File: config.mk
export PLATFORM = sky130hd
export DESIGN_NAME = uartsf_status
export DESIGN_NICKNAME = d
export VERILOG_FILES = /design/src/include/uartsf_pkg.sv /design/src/verilog/uartsf_err_track.sv /design/src/verilog/uartsf_msr_delta.sv /design/src/verilog/uartsf_status.sv
export SDC_FILE = /design/constraint.sdc
export NUM_CORES = 1
export LEC_CHECK = 0
export ABC_AREA = 1
export CAP_MARGIN = 20
export CORE_UTILIZATION = 44
export DETAILED_ROUTE_END_ITERATION = 8
export DONT_BUFFER_PORTS = 1
export PLACE_DENSITY = 0.57
export RECOVER_POWER = 25
export SETUP_SLACK_MARGIN = 0.5
export SLEW_MARGIN = 10
export SYNTH_ARGS = -nofsm -noshare
export SYNTH_HDL_FRONTEND = slang
export SYNTH_SLANG_ARGS = --single-unit
File: constraint.sdc
create_clock -name CLK_SYS -period 3.64 [get_ports CLK_SYS]
set_clock_uncertainty 0.05 [all_clocks]
set_input_delay 0.728 -clock CLK_SYS [delete_from_list [all_inputs] [get_ports CLK_SYS]]
set_output_delay 0.728 -clock CLK_SYS [all_outputs]
set_load 0.05 [all_outputs]
File: src/include/uartsf_pkg.sv
// Constants and carrier types for the UART status and flow-threshold block.
// Assumes the register port presents a 4-bit offset and 8-bit data.
package uartsf_pkg;

  // Register offsets
  localparam logic [3:0] UARTSF_OFS_SECOND_RESUME_CHAR = 4'h5;
  localparam logic [3:0] UARTSF_OFS_LSR = 4'h5;
  localparam logic [3:0] UARTSF_OFS_MSR = 4'h6;
  localparam logic [3:0] UARTSF_OFS_TCR = 4'h6;

  // Selection values and bit positions of the surrounding control registers
  localparam logic [7:0] UARTSF_LCR_ENH_KEY = 8'hBF;
  localparam int UARTSF_LCR_DLAB_BIT = 7;
  localparam int UARTSF_MCR_DTR_BIT = 0;
  localparam int UARTSF_MCR_RTS_BIT = 1;
  localparam int UARTSF_MCR_OP1_BIT = 2;
  localparam int UARTSF_MCR_OP2_BIT = 3;
  localparam int UARTSF_MCR_LOOP_BIT = 4;
  localparam int UARTSF_SFR_SEL_BIT = 2;
  localparam int UARTSF_EFR_ENH_BIT = 4;

  // Line status bit positions
  localparam int UARTSF_LSR_ERR_BIT = 7;
  localparam int UARTSF_LSR_BRK_BIT = 4;
  localparam int UARTSF_LSR_FE_BIT = 3;
  localparam int UARTSF_LSR_PE_BIT = 2;
  localparam int UARTSF_LSR_OE_BIT = 1;
  localparam int UARTSF_LSR_DR_BIT = 0;

  // Modem status bit positions (delta flags occupy 3:0)
  localparam int UARTSF_MSR_CD_BIT = 7;
  localparam int UARTSF_MSR_RI_BIT = 6;
  localparam int UARTSF_MSR_DSR_BIT = 5;
  localparam int UARTSF_MSR_CTS_BIT = 4;

  // Reset values and level scaling
  localparam logic [7:0] UARTSF_SECOND_RESUME_CHAR_RST = 8'h00;
  localparam logic [7:0] UARTSF_TCR_RST = 8'h00;
  localparam logic [7:0] UARTSF_MSR_RST = 8'h00;
  localparam int UARTSF_LEVEL_SHIFT = 2;
  localparam int UARTSF_FIFO_DEPTH = 64;

  // Per-character receive error indications
  typedef struct packed {
    logic brk;
    logic fe;
    logic pe;
  } uartsf_rxerr_t;

  // Modem line status, active high
  typedef struct packed {
    logic cd;
    logic ri;
    logic dsr;
    logic cts;
  } uartsf_modem_t;

  // Surrounding control register values
  typedef struct packed {
    logic [7:0] line_control_reg;
    logic [7:0] modem_control_reg;
    logic [7:0] special_feature_reg;
    logic [7:0] enhanced_feature_reg;
  } uartsf_ctrl_t;

endpackage : uartsf_pkg

File: src/verilog/uartsf_err_track.sv
// Receive error tracker: mirrors the receive FIFO occupancy and per-entry flags.
// Assumes push and pop strobes match the external receive FIFO one for one.
`timescale 1ns/100ps
module uartsf_err_track #(
  parameter int DEPTH = uartsf_pkg::UARTSF_FIFO_DEPTH,
  parameter int CW = $clog2(DEPTH + 1)
) (
  input wire logic clk,
  input wire logic rst,
  input wire logic sw_rst,
  input wire logic push,
  input wire uartsf_pkg::uartsf_rxerr_t push_err,
  input wire logic pop,
  output logic push_ok,
  output logic full,
  output logic [CW-1:0] count,
  output uartsf_pkg::uartsf_rxerr_t head_err,
  output logic any_err
);
  localparam int AW = $clog2(DEPTH);
  typedef struct packed {
    logic [AW-1:0] wp;
    logic [AW-1:0] rp;
    logic [CW-1:0] cnt;
    logic [CW-1:0] ecnt;
  } uartsf_et_st_t;

  uartsf_et_st_t st_reg;
  uartsf_et_st_t st_next;
  uartsf_pkg::uartsf_rxerr_t mem [DEPTH];
  logic do_pop;

  assign full = (st_reg.cnt == CW'(DEPTH));
  assign push_ok = push && !full;
  assign do_pop = pop && (st_reg.cnt != '0);
  assign count = st_reg.cnt;
  assign head_err = (st_reg.cnt != '0) ? mem[st_reg.rp] : '0;
  assign any_err = (st_reg.ecnt != '0);

  always_comb begin
    st_next = st_reg;
    if (push_ok) begin
      st_next.wp = (st_reg.wp == AW'(DEPTH - 1)) ? '0 : st_reg.wp + 1'b1;
    end
    if (do_pop) begin
      st_next.rp = (st_reg.rp == AW'(DEPTH - 1)) ? '0 : st_reg.rp + 1'b1;
    end
    st_next.cnt = st_reg.cnt + CW'(push_ok) - CW'(do_pop);
    st_next.ecnt = st_reg.ecnt + CW'(push_ok && (|push_err)) - CW'(do_pop && (|head_err));
    if (sw_rst) begin
      st_next = '0;
    end
  end

  always_ff @(posedge clk or posedge rst) begin
    if (rst) begin
      st_reg <= '0;
    end else begin
      st_reg <= st_next;
    end
  end

  // Flags stored beside each entry
  always_ff @(posedge clk) begin
    if (push_ok) begin
      mem[st_reg.wp] <= push_err; // RQ21
    end
  end
endmodule : uartsf_err_track

File: src/verilog/uartsf_msr_delta.sv
// Modem status delta flags: edge detection with clear on status read.
// Assumes line inputs are already synchronous and loopback-mapped.
`timescale 1ns/100ps
module uartsf_msr_delta (
  input wire logic clk,
  input wire logic rst,
  input wire logic sw_rst,
  input wire uartsf_pkg::uartsf_modem_t lines,
  input wire logic clr,
  output logic [3:0] delta
);
  typedef struct packed {
    uartsf_pkg::uartsf_modem_t prev;
    logic [3:0] dlt;
  } uartsf_md_st_t;

  uartsf_md_st_t st_reg;
  uartsf_md_st_t st_next;
  logic [3:0] set;

  always_comb begin
    set[3] = lines.cd ^ st_reg.prev.cd; // RQ12
    set[2] = st_reg.prev.ri && !lines.ri; // RQ13
    set[1] = lines.dsr ^ st_reg.prev.dsr; // RQ14
    set[0] = lines.cts ^ st_reg.prev.cts; // RQ14
    st_next.prev = lines;
    st_next.dlt = (clr ? 4'h0 : st_reg.dlt) | set; // RQ22
    if (sw_rst) begin
      st_next = '0;
    end
  end

  always_ff @(posedge clk or posedge rst) begin
    if (rst) begin
      st_reg <= '0;
    end else begin
      st_reg <= st_next;
    end
  end

  assign delta = st_reg.dlt;
endmodule : uartsf_msr_delta

File: src/verilog/uartsf_status.sv
// UART receive status, modem status and receive flow-threshold logic.
// Assumes the receive FIFO core, transmitter and control registers live outside.
// Functional notes
// [RQ1] Line status bit 3 shows framing error of the character at read position.
// [RQ2] Line status bit 2 shows parity error of the character at read position.
// [RQ3] Line status bit 1 flags a character arriving at full FIFO; it is dropped.
// [RQ4] Line status bit 0 is one while the receive FIFO holds any character.
// [RQ5] Second resume character register, read/write, selected when key value and feature bit allow.
// [RQ6] Second resume character clears only on power-on reset, not software reset.
// [RQ7] Modem status at offset 6 when control bits 7, 2 and feature bit are zero.
// [RQ8] Status bit 7 is inverted carrier detect, or modem control bit 3 in loopback.
// [RQ9] Status bit 6 is inverted ring indicator, or modem control bit 2 in loopback.
// [RQ10] Status bit 5 is inverted data-set-ready, or modem control bit 0 in loopback.
// [RQ11] Status bit 4 is inverted clear-to-send, or modem control bit 1 in loopback.
// [RQ12] Status bit 3 sets on any carrier-detect change and raises the modem interrupt.
// [RQ13] Status bit 2 sets only when ring indicator input goes low to high.
// [RQ14] Status bits 1 and 0 set on data-set-ready and clear-to-send changes.
// [RQ15] Halt/resume level register shares offset 6, selected by enhanced mode and bit 2.
// [RQ16] At or below four times resume level, reassert RTS or send resume character.
// [RQ17] At or above four times halt level, deassert RTS or send halt character; a zero halt level never halts.
// [RQ18] Software should keep resume below and halt above the receive trigger level.
// [RQ19] Modem control bit 4 selects loopback, routing control bits into status.
// [RQ20] Line status bit 7 is one while any FIFO character carries an error.
// [RQ21] Error indications are stored with each FIFO entry.
// [RQ22] Reading modem status clears the four delta flags.
`timescale 1ns/100ps
module uartsf_status #(
  parameter int DEPTH = uartsf_pkg::UARTSF_FIFO_DEPTH
) (
  input wire logic CLK_SYS,
  input wire logic RST,
  input wire logic SW_RESET,
  input wire logic [3:0] REG_ADDR,
  input wire logic REG_WR,
  input wire logic REG_RD,
  input wire logic [7:0] REG_WDATA,
  output logic [7:0] REG_RDATA,
  input wire uartsf_pkg::uartsf_ctrl_t CTRL,
  input wire logic RX_PUSH,
  input wire uartsf_pkg::uartsf_rxerr_t RX_PUSH_ERR,
  input wire logic RX_POP,
  output logic RX_PUSH_OK,
  input wire logic CD_N,
  input wire logic RI_N,
  input wire logic DSR_N,
  input wire logic CTS_N,
  input wire logic MSR_IRQ_EN,
  output logic MSR_IRQ,
  input wire logic AUTO_RTS_EN,
  input wire logic AUTO_SWFLOW_EN,
  output logic RTS_N,
  output logic XOFF_SEND,
  output logic XON_SEND,
  output logic [7:0] SECOND_RESUME_CHAR
);
  localparam int CW = $clog2(DEPTH + 1);

  typedef struct packed {
    logic [7:0] rdata;
    logic [7:0] second_resume_char;
    logic [7:0] rx_halt_resume_levels;
    logic overrun;
    logic halted;
    logic rts_n;
    logic xon_p;
    logic xoff_p;
    logic irq;
  } uartsf_st_t;

  localparam uartsf_st_t ST_RST = '{
    rdata: 8'h00,
    second_resume_char: uartsf_pkg::UARTSF_SECOND_RESUME_CHAR_RST,
    rx_halt_resume_levels: uartsf_pkg::UARTSF_TCR_RST,
    overrun: 1'b0,
    halted: 1'b0,
    rts_n: 1'b1,
    xon_p: 1'b0,
    xoff_p: 1'b0,
    irq: 1'b0
  };

  uartsf_st_t st_reg;
  uartsf_st_t st_next;

  logic fifo_full;
  logic [CW-1:0] fifo_cnt;
  uartsf_pkg::uartsf_rxerr_t head_err;
  logic any_err;
  logic [3:0] delta;
  uartsf_pkg::uartsf_modem_t lines;
  logic loopback;
  logic enh_key;
  logic sfr_sel;
  logic sel_second_resume_char;
  logic sel_lsr;
  logic sel_msr;
  logic sel_tcr;
  logic msr_rd;
  logic lsr_rd;
  logic [CW-1:0] halt_lvl;
  logic [CW-1:0] resume_lvl;
  logic [7:0] lsr_val;
  logic [7:0] msr_val;

  // Register selection
  assign enh_key = (CTRL.line_control_reg == uartsf_pkg::UARTSF_LCR_ENH_KEY);
  assign sfr_sel = CTRL.special_feature_reg[uartsf_pkg::UARTSF_SFR_SEL_BIT];
  assign sel_second_resume_char = (REG_ADDR == uartsf_pkg::UARTSF_OFS_SECOND_RESUME_CHAR) && enh_key && !sfr_sel; // RQ5
  assign sel_lsr = (REG_ADDR == uartsf_pkg::UARTSF_OFS_LSR)
    && !CTRL.line_control_reg[uartsf_pkg::UARTSF_LCR_DLAB_BIT];
  assign sel_msr = (REG_ADDR == uartsf_pkg::UARTSF_OFS_MSR) // RQ7
    && !CTRL.line_control_reg[uartsf_pkg::UARTSF_LCR_DLAB_BIT]
    && !CTRL.modem_control_reg[uartsf_pkg::UARTSF_MCR_OP1_BIT] && !sfr_sel;
  assign sel_tcr = (REG_ADDR == uartsf_pkg::UARTSF_OFS_TCR) // RQ15
    && CTRL.enhanced_feature_reg[uartsf_pkg::UARTSF_EFR_ENH_BIT]
    && CTRL.modem_control_reg[uartsf_pkg::UARTSF_MCR_OP1_BIT] && !sfr_sel;
  assign msr_rd = REG_RD && sel_msr;
  assign lsr_rd = REG_RD && sel_lsr;

  // Modem lines, loopback-mapped
  assign loopback = CTRL.modem_control_reg[uartsf_pkg::UARTSF_MCR_LOOP_BIT]; // RQ19
  always_comb begin
    if (loopback) begin
      lines.cd = CTRL.modem_control_reg[uartsf_pkg::UARTSF_MCR_OP2_BIT]; // RQ8
      lines.ri = CTRL.modem_control_reg[uartsf_pkg::UARTSF_MCR_OP1_BIT]; // RQ9
      lines.dsr = CTRL.modem_control_reg[uartsf_pkg::UARTSF_MCR_DTR_BIT]; // RQ10
      lines.cts = CTRL.modem_control_reg[uartsf_pkg::UARTSF_MCR_RTS_BIT]; // RQ11
    end else begin
      lines.cd = !CD_N; // RQ8
      lines.ri = !RI_N; // RQ9
      lines.dsr = !DSR_N; // RQ10
      lines.cts = !CTS_N; // RQ11
    end
  end

  uartsf_err_track #(
    .DEPTH(DEPTH),
    .CW(CW)
  ) u_err_track (
    .clk(CLK_SYS),
    .rst(RST),
    .sw_rst(SW_RESET),
    .push(RX_PUSH),
    .push_err(RX_PUSH_ERR),
    .pop(RX_POP),
    .push_ok(RX_PUSH_OK),
    .full(fifo_full),
    .count(fifo_cnt),
    .head_err(head_err),
    .any_err(any_err)
  );

  uartsf_msr_delta u_msr_delta (
    .clk(CLK_SYS),
    .rst(RST),
    .sw_rst(SW_RESET),
    .lines(lines),
    .clr(msr_rd),
    .delta(delta)
  );

  // Read values
  always_comb begin
    lsr_val = 8'h00;
    lsr_val[uartsf_pkg::UARTSF_LSR_ERR_BIT] = any_err; // RQ20
    lsr_val[uartsf_pkg::UARTSF_LSR_BRK_BIT] = head_err.brk;
    lsr_val[uartsf_pkg::UARTSF_LSR_FE_BIT] = head_err.fe; // RQ1
    lsr_val[uartsf_pkg::UARTSF_LSR_PE_BIT] = head_err.pe; // RQ2
    lsr_val[uartsf_pkg::UARTSF_LSR_OE_BIT] = st_reg.overrun; // RQ3
    lsr_val[uartsf_pkg::UARTSF_LSR_DR_BIT] = (fifo_cnt != '0); // RQ4
    msr_val = {lines.cd, lines.ri, lines.dsr, lines.cts, delta};
  end

  // Levels scaled by four
  assign halt_lvl = CW'({st_reg.rx_halt_resume_levels[3:0], 2'b00});
  assign resume_lvl = CW'({st_reg.rx_halt_resume_levels[7:4], 2'b00});

  always_comb begin
    st_next = st_reg;
    st_next.xon_p = 1'b0;
    st_next.xoff_p = 1'b0;
    if (REG_RD) begin
      if (sel_lsr) begin
        st_next.rdata = lsr_val;
      end else if (sel_msr) begin
        st_next.rdata = msr_val;
      end else if (sel_second_resume_char) begin
        st_next.rdata = st_reg.second_resume_char;
      end else if (sel_tcr) begin
        st_next.rdata = st_reg.rx_halt_resume_levels;
      end else begin
        st_next.rdata = 8'h00;
      end
    end
    if (REG_WR && sel_second_resume_char) begin
      st_next.second_resume_char = REG_WDATA; // RQ5
    end
    if (REG_WR && sel_tcr) begin
      st_next.rx_halt_resume_levels = REG_WDATA; // RQ15
    end
    // Overrun: set wins over the clear by reading
    st_next.overrun = (st_reg.overrun && !lsr_rd) || (RX_PUSH && fifo_full); // RQ3
    // Flow thresholds; a zero halt level disables halting
    if (!AUTO_RTS_EN && !AUTO_SWFLOW_EN) begin
      st_next.halted = 1'b0;
    end else if (!st_reg.halted) begin
      if (st_reg.rx_halt_resume_levels[3:0] != 4'h0 && fifo_cnt >= halt_lvl) begin
        st_next.halted = 1'b1; // RQ17
        st_next.xoff_p = AUTO_SWFLOW_EN; // RQ17
      end
    end else if (fifo_cnt <= resume_lvl) begin
      st_next.halted = 1'b0; // RQ16
      st_next.xon_p = AUTO_SWFLOW_EN; // RQ16
    end
    if (loopback) begin
      st_next.rts_n = 1'b1;
    end else if (AUTO_RTS_EN) begin
      st_next.rts_n = st_next.halted; // RQ16 RQ17
    end else begin
      st_next.rts_n = !CTRL.modem_control_reg[uartsf_pkg::UARTSF_MCR_RTS_BIT];
    end
    st_next.irq = MSR_IRQ_EN && (|delta); // RQ12 RQ13 RQ14
    if (SW_RESET) begin
      st_next = ST_RST;
      st_next.second_resume_char = st_reg.second_resume_char; // RQ6
    end
  end

  always_ff @(posedge CLK_SYS or posedge RST) begin
    if (RST) begin
      st_reg <= ST_RST; // RQ6
    end else begin
      st_reg <= st_next;
    end
  end

  assign REG_RDATA = st_reg.rdata;
  assign RTS_N = st_reg.rts_n;
  assign XON_SEND = st_reg.xon_p;
  assign XOFF_SEND = st_reg.xoff_p;
  assign MSR_IRQ = st_reg.irq;
  assign SECOND_RESUME_CHAR = st_reg.second_resume_char;

  ovr_set_a: assert property (@(posedge CLK_SYS) disable iff (RST) // RQ3
    RX_PUSH && fifo_full && !RX_POP && !SW_RESET |=> st_reg.overrun && $stable(fifo_cnt))
    else $error("overrun not flagged or full push stored");

  ready_read_a: assert property (@(posedge CLK_SYS) disable iff (RST) // RQ4
    lsr_rd && !SW_RESET |=> REG_RDATA[0] == ($past(fifo_cnt) != '0))
    else $error("data ready bit wrong");

  frame_read_a: assert property (@(posedge CLK_SYS) disable iff (RST) // RQ1
    lsr_rd && !SW_RESET |=> REG_RDATA[3] == $past(head_err.fe))
    else $error("framing bit wrong");

  parity_read_a: assert property (@(posedge CLK_SYS) disable iff (RST) // RQ2
    lsr_rd && !SW_RESET |=> REG_RDATA[2] == $past(head_err.pe))
    else $error("parity bit wrong");

  err_sum_a: assert property (@(posedge CLK_SYS) disable iff (RST) // RQ20
    lsr_rd && !SW_RESET |=> REG_RDATA[7] == $past(any_err))
    else $error("error summary bit wrong");

  second_resume_char_write_a: assert property (@(posedge CLK_SYS) disable iff (RST) // RQ5
    REG_WR && sel_second_resume_char && !SW_RESET |=> SECOND_RESUME_CHAR == $past(REG_WDATA))
    else $error("second resume char not written");

  second_resume_char_keep_a: assert property (@(posedge CLK_SYS) disable iff (RST) // RQ6
    SW_RESET |=> $stable(SECOND_RESUME_CHAR))
    else $error("second resume char changed by software reset");

  tcr_write_a: assert property (@(posedge CLK_SYS) disable iff (RST) // RQ15
    REG_WR && sel_tcr && !SW_RESET |=> st_reg.rx_halt_resume_levels == $past(REG_WDATA))
    else $error("level register not written");

  msr_loop_a: assert property (@(posedge CLK_SYS) disable iff (RST) // RQ19
    msr_rd && loopback && !SW_RESET
    |=> REG_RDATA[7:4] == $past({CTRL.modem_control_reg[3], CTRL.modem_control_reg[2], CTRL.modem_control_reg[0], CTRL.modem_control_reg[1]}))
    else $error("loopback modem status mapping wrong");

  msr_norm_a: assert property (@(posedge CLK_SYS) disable iff (RST) // RQ8
    msr_rd && !loopback && !SW_RESET
    |=> REG_RDATA[7:4] == ~$past({CD_N, RI_N, DSR_N, CTS_N}))
    else $error("modem status not inverted inputs");

  ring_edge_a: assert property (@(posedge CLK_SYS) disable iff (RST) // RQ13
    !loopback && $past(!loopback) && $rose(RI_N) && !SW_RESET |=> delta[2])
    else $error("ring delta missed");

  cd_edge_a: assert property (@(posedge CLK_SYS) disable iff (RST) // RQ12
    $changed(lines.cd) && !SW_RESET ##1 !SW_RESET |=> MSR_IRQ == $past(MSR_IRQ_EN))
    else $error("carrier change interrupt wrong");

  delta_clear_a: assert property (@(posedge CLK_SYS) disable iff (RST) // RQ22
    msr_rd && $stable(lines) |=> delta == 4'h0)
    else $error("delta flags not cleared by read");

  halt_rts_a: assert property (@(posedge CLK_SYS) disable iff (RST) // RQ17
    AUTO_RTS_EN && !loopback && !SW_RESET && !st_reg.halted && st_reg.rx_halt_resume_levels[3:0] != 4'h0
    && fifo_cnt >= halt_lvl |=> RTS_N && st_reg.halted)
    else $error("halt level did not deassert RTS");

  resume_xon_a: assert property (@(posedge CLK_SYS) disable iff (RST) // RQ16
    AUTO_SWFLOW_EN && !SW_RESET && st_reg.halted && fifo_cnt <= resume_lvl
    |=> XON_SEND ##1 !XON_SEND)
    else $error("resume level did not send resume char");
endmodule : uartsf_status

==> impl_metrics.json <==
{
  "die_x_um": 167.8,
  "cpMaxStageDelayCell": "dfrtp_2",
  "synth_cell_type_count": 40,
  "initial_core_util_pct": 44.86,
  "slew_headroom_pct": 54.25,
  "post-route-period-util_pct": 97.32,
  "hold_violations": 0,
  "gp_congestion": 0.8293,
  "synthCells": 1270,
  "status": "finished, final reports clean",
  "drt_pre_antenna_iters": 7,
  "synth_common_cells": "nand2_1 (365), edfxtp_1 (192), nand3_1 (155), inv_1 (136), nor2_1 (120)",
  "layout.nets": 1375,
  "drc": 0,
  "hp-class": "input port to asynchronous set/reset pin",
  "die_h_um": 167.8,
  "cp_max_fo": 11,
  "path_clk_slew_ps": 60,
  "cts_buffer_depth": 3,
  "post-route-util_pct": 51.23,
  "worst_pin_slew_ps": 679.1,
  "core.rowCount": 60,
  "n_antenna_cell": 0,
  "drv_slew": 0,
  "grt_setup_unrepaired": "yes",
  "setup_viol_count_final": 0,
  "ys_top_cells_by_area": "edfxtp_1 (48%), dfrtp_1 (13%), nand2_1 (11%), nand3_1 (6.4%), inv_1 (4.2%)",
  "cts_buffers": 28,
  "grt_max_degree": 66,
  "internal_power_mw": 5.638,
  "critPathBufInv": 5,
  "pwr_density_cell_nw_per_um2": 600.2,
  "cts_sinks": 256,
  "cts_root_buffer": "clkbuf_16",
  "layout_setup_ws_ps": 97.57,
  "fmax_mhz": 282.3,
  "syn_area_per_cell_um2": 9.520,
  "grt_pass1_wl_um": 46170,
  "drtIter0Drc": 667,
  "num_vias": 8654,
  "crit_top_cell": "nor2_1",
  "p_clk_share_pct": 30.8,
  "place_inst": 1577,
  "ys.flop_type": "edfxtp_1",
  "drive_above_1_share_pct": 11.03,
  "critical_path_class": "register to register",
  "synthesis.nets": 1361,
  "cts_tree": "done",
  "cap_violations": 0,
  "largest_reg_flops": 192,
  "via_per_inst": 5.258,
  "antenna_found_initial": 0,
  "grt_pass1_vias": 8472,
  "crit_path_end_kind": "register",
  "htreeDepth": 1,
  "yosys_register_bits": 256,
  "yosysTopAreaCell": "edfxtp_1",
  "fin_cells": 1646,
  "yosysWarnings": 0,
  "boundaryPins": 82,
  "grt_use_total_pct": 21.27,
  "drt-total-wl_um": 29820,
  "combPwrFrac_pct": 28.8,
  "syn_area_um2": 12090,
  "start_kind": "register",
  "io_buffers": 0,
  "synth_top_area_share_pct": 47.69,
  "swShare_pct": 31.97,
  "required_ps": 4010,
  "critPathTopFamily": "simple AND/OR/NAND/NOR gates",
  "die_area_um2": 28150,
  "arrival_ps": 3910,
  "yosysSeqAreaShare_pct": 60.94,
  "clock_latency_ps": 550,
  "yosys.cell_count.top_type": "nand2_1",
  "irDropWorstVdd_uv": 378.9,
  "ctsHoldBuffers": 0,
  "synth-edff-count": 192,
  "gr-total-overflow": 0,
  "ant_nets": 0,
  "layout_min_cycle_time_ps": 3542,
  "pwr-share-seq_pct": 40.4,
  "rrSetupSlack_ps": 100,
  "wl_per_cell_um": 18.11,
  "dp_slack_ps": -125.2,
  "leakage_nw": 5.693,
  "hpwl_um": 17940,
  "critPathMaxStageDelay_ps": 470,
  "switchingPower_mw": 2.650,
  "syn2layout_area_growth_pct": 14.21,
  "core_area_um2": 26950,
  "postSynth.asyncResetShare_pct": 25.00
}
[worst paths after layout]
kind,endpoint,start,depth (start not counted)
max in group asynchronous,RTS_N$_DFF_PP1_,RST,2
max reg2reg,u_err_track.st_reg[6]$_DFF_PP0_,u_err_track.st_reg[14]$_DFFE_PP0P_,28
min,u_err_track.st_reg[24]$_DFFE_PP0P_,RST,1
min reg2reg,u_msr_delta.delta[2]$_DFF_PP0_,u_msr_delta.st_reg[6]$_DFF_PP0_,2
min in group CLK_SYS,u_err_track.st_reg[4]$_DFF_PP0_,SW_RESET,1
max,u_err_track.st_reg[6]$_DFF_PP0_,u_err_track.st_reg[14]$_DFFE_PP0P_,28
[layout by cell type (no fill, tap or decap), types with 5 or more instances in the layout]
cell type,netlist,routed
a21oi_1,26,24
buf_12,0,7
buf_16,0,5
buf_4,19,23
clkbuf_1,10,5
clkbuf_16,0,32
clkinv_1,4,11
clkinv_2,0,6
dfrtp_1,63,61
edfxtp_1,192,192
ha_1,28,27
inv_1,136,130
inv_2,2,8
nand2_1,365,350
nand2_2,0,13
nand3_1,155,133
nand3_2,0,22
nand4_1,6,6
nor2_1,120,117
nor3_1,19,17
o21ai_0,48,46
o21ai_1,3,5
o22ai_1,8,8
xnor2_1,5,5
[stage by stage]
stage | TNS, ps | cell area [um^2] | hold slack (ps) | power [mW]
after floorplan | 0 | 12090 | 400.0 | 4.765
after global placement | -50.75 | 12410 | 440.0 | 5.263
after detailed placement | -125.2 | 12410 | 445.4 | 5.292
after CTS | 0 | 13500 | 87.49 | 8.090
after global routing | -244.4 | 13810 | 107.4 | 8.746
final | 0 | 13810 | 89.30 | 8.288
[routing by layer]
layer | vias up | global-route usage, % | wire (um)
met1 | 4178 | 29.26 | 13830
li1 | 4233 | - | -
met4 | 0 | 5.185 | 506
met2 | 203 | 34.98 | 13770
met3 | 40 | 3.758 | 1709
met5 | - | 0 | 0
[what timing repair did]
item                                    4_1_cts  5_1_grt
buffers inserted                              5        1
endpoints found under the setup margin        6        7
gates cloned                                  6        6
pin swaps                                    14       16
gates resized for setup                      30       47
[power by group through the flow]
stage	sequential, mW	combinational, mW	clock, mW
after detailed placement	3.40	1.89	0
after global routing	3.37	2.67	2.72
after CTS	3.35	2.15	2.59
final	3.35	2.39	2.55
after floorplan	3.37	1.40	0
after global placement	3.40	1.86	0
[cell type report]
cell class,instances,area (um^2)
Sequential cell,256,7371
Timing Repair Buffer,43,599.3
Inverter,143,563.0
Multi-Input combinational cell,808,3971
Fill cell,2409,13140
Tap cell,341,426.7
Timing Repair inverter,4,53.80
Clock inverter,18,103.9
Clock buffer,33,719.4
[cell families (layout without fill, tap and decap cells)]
group                    count (synthesis)  after routing  share of synthesized area [%]
AND/OR/NAND/NOR                        670            670                          22.88
AO/OA/AOI/OAI                          103            103                          4.781
XOR/XNOR                                 5              5                         0.3622
buffers and inverters                  206            241                          7.803
flip-flops                             256            256                          60.94
adder cells (fa/ha/maj)                 30             30                          3.229
(Power assumes the default switching activity.)
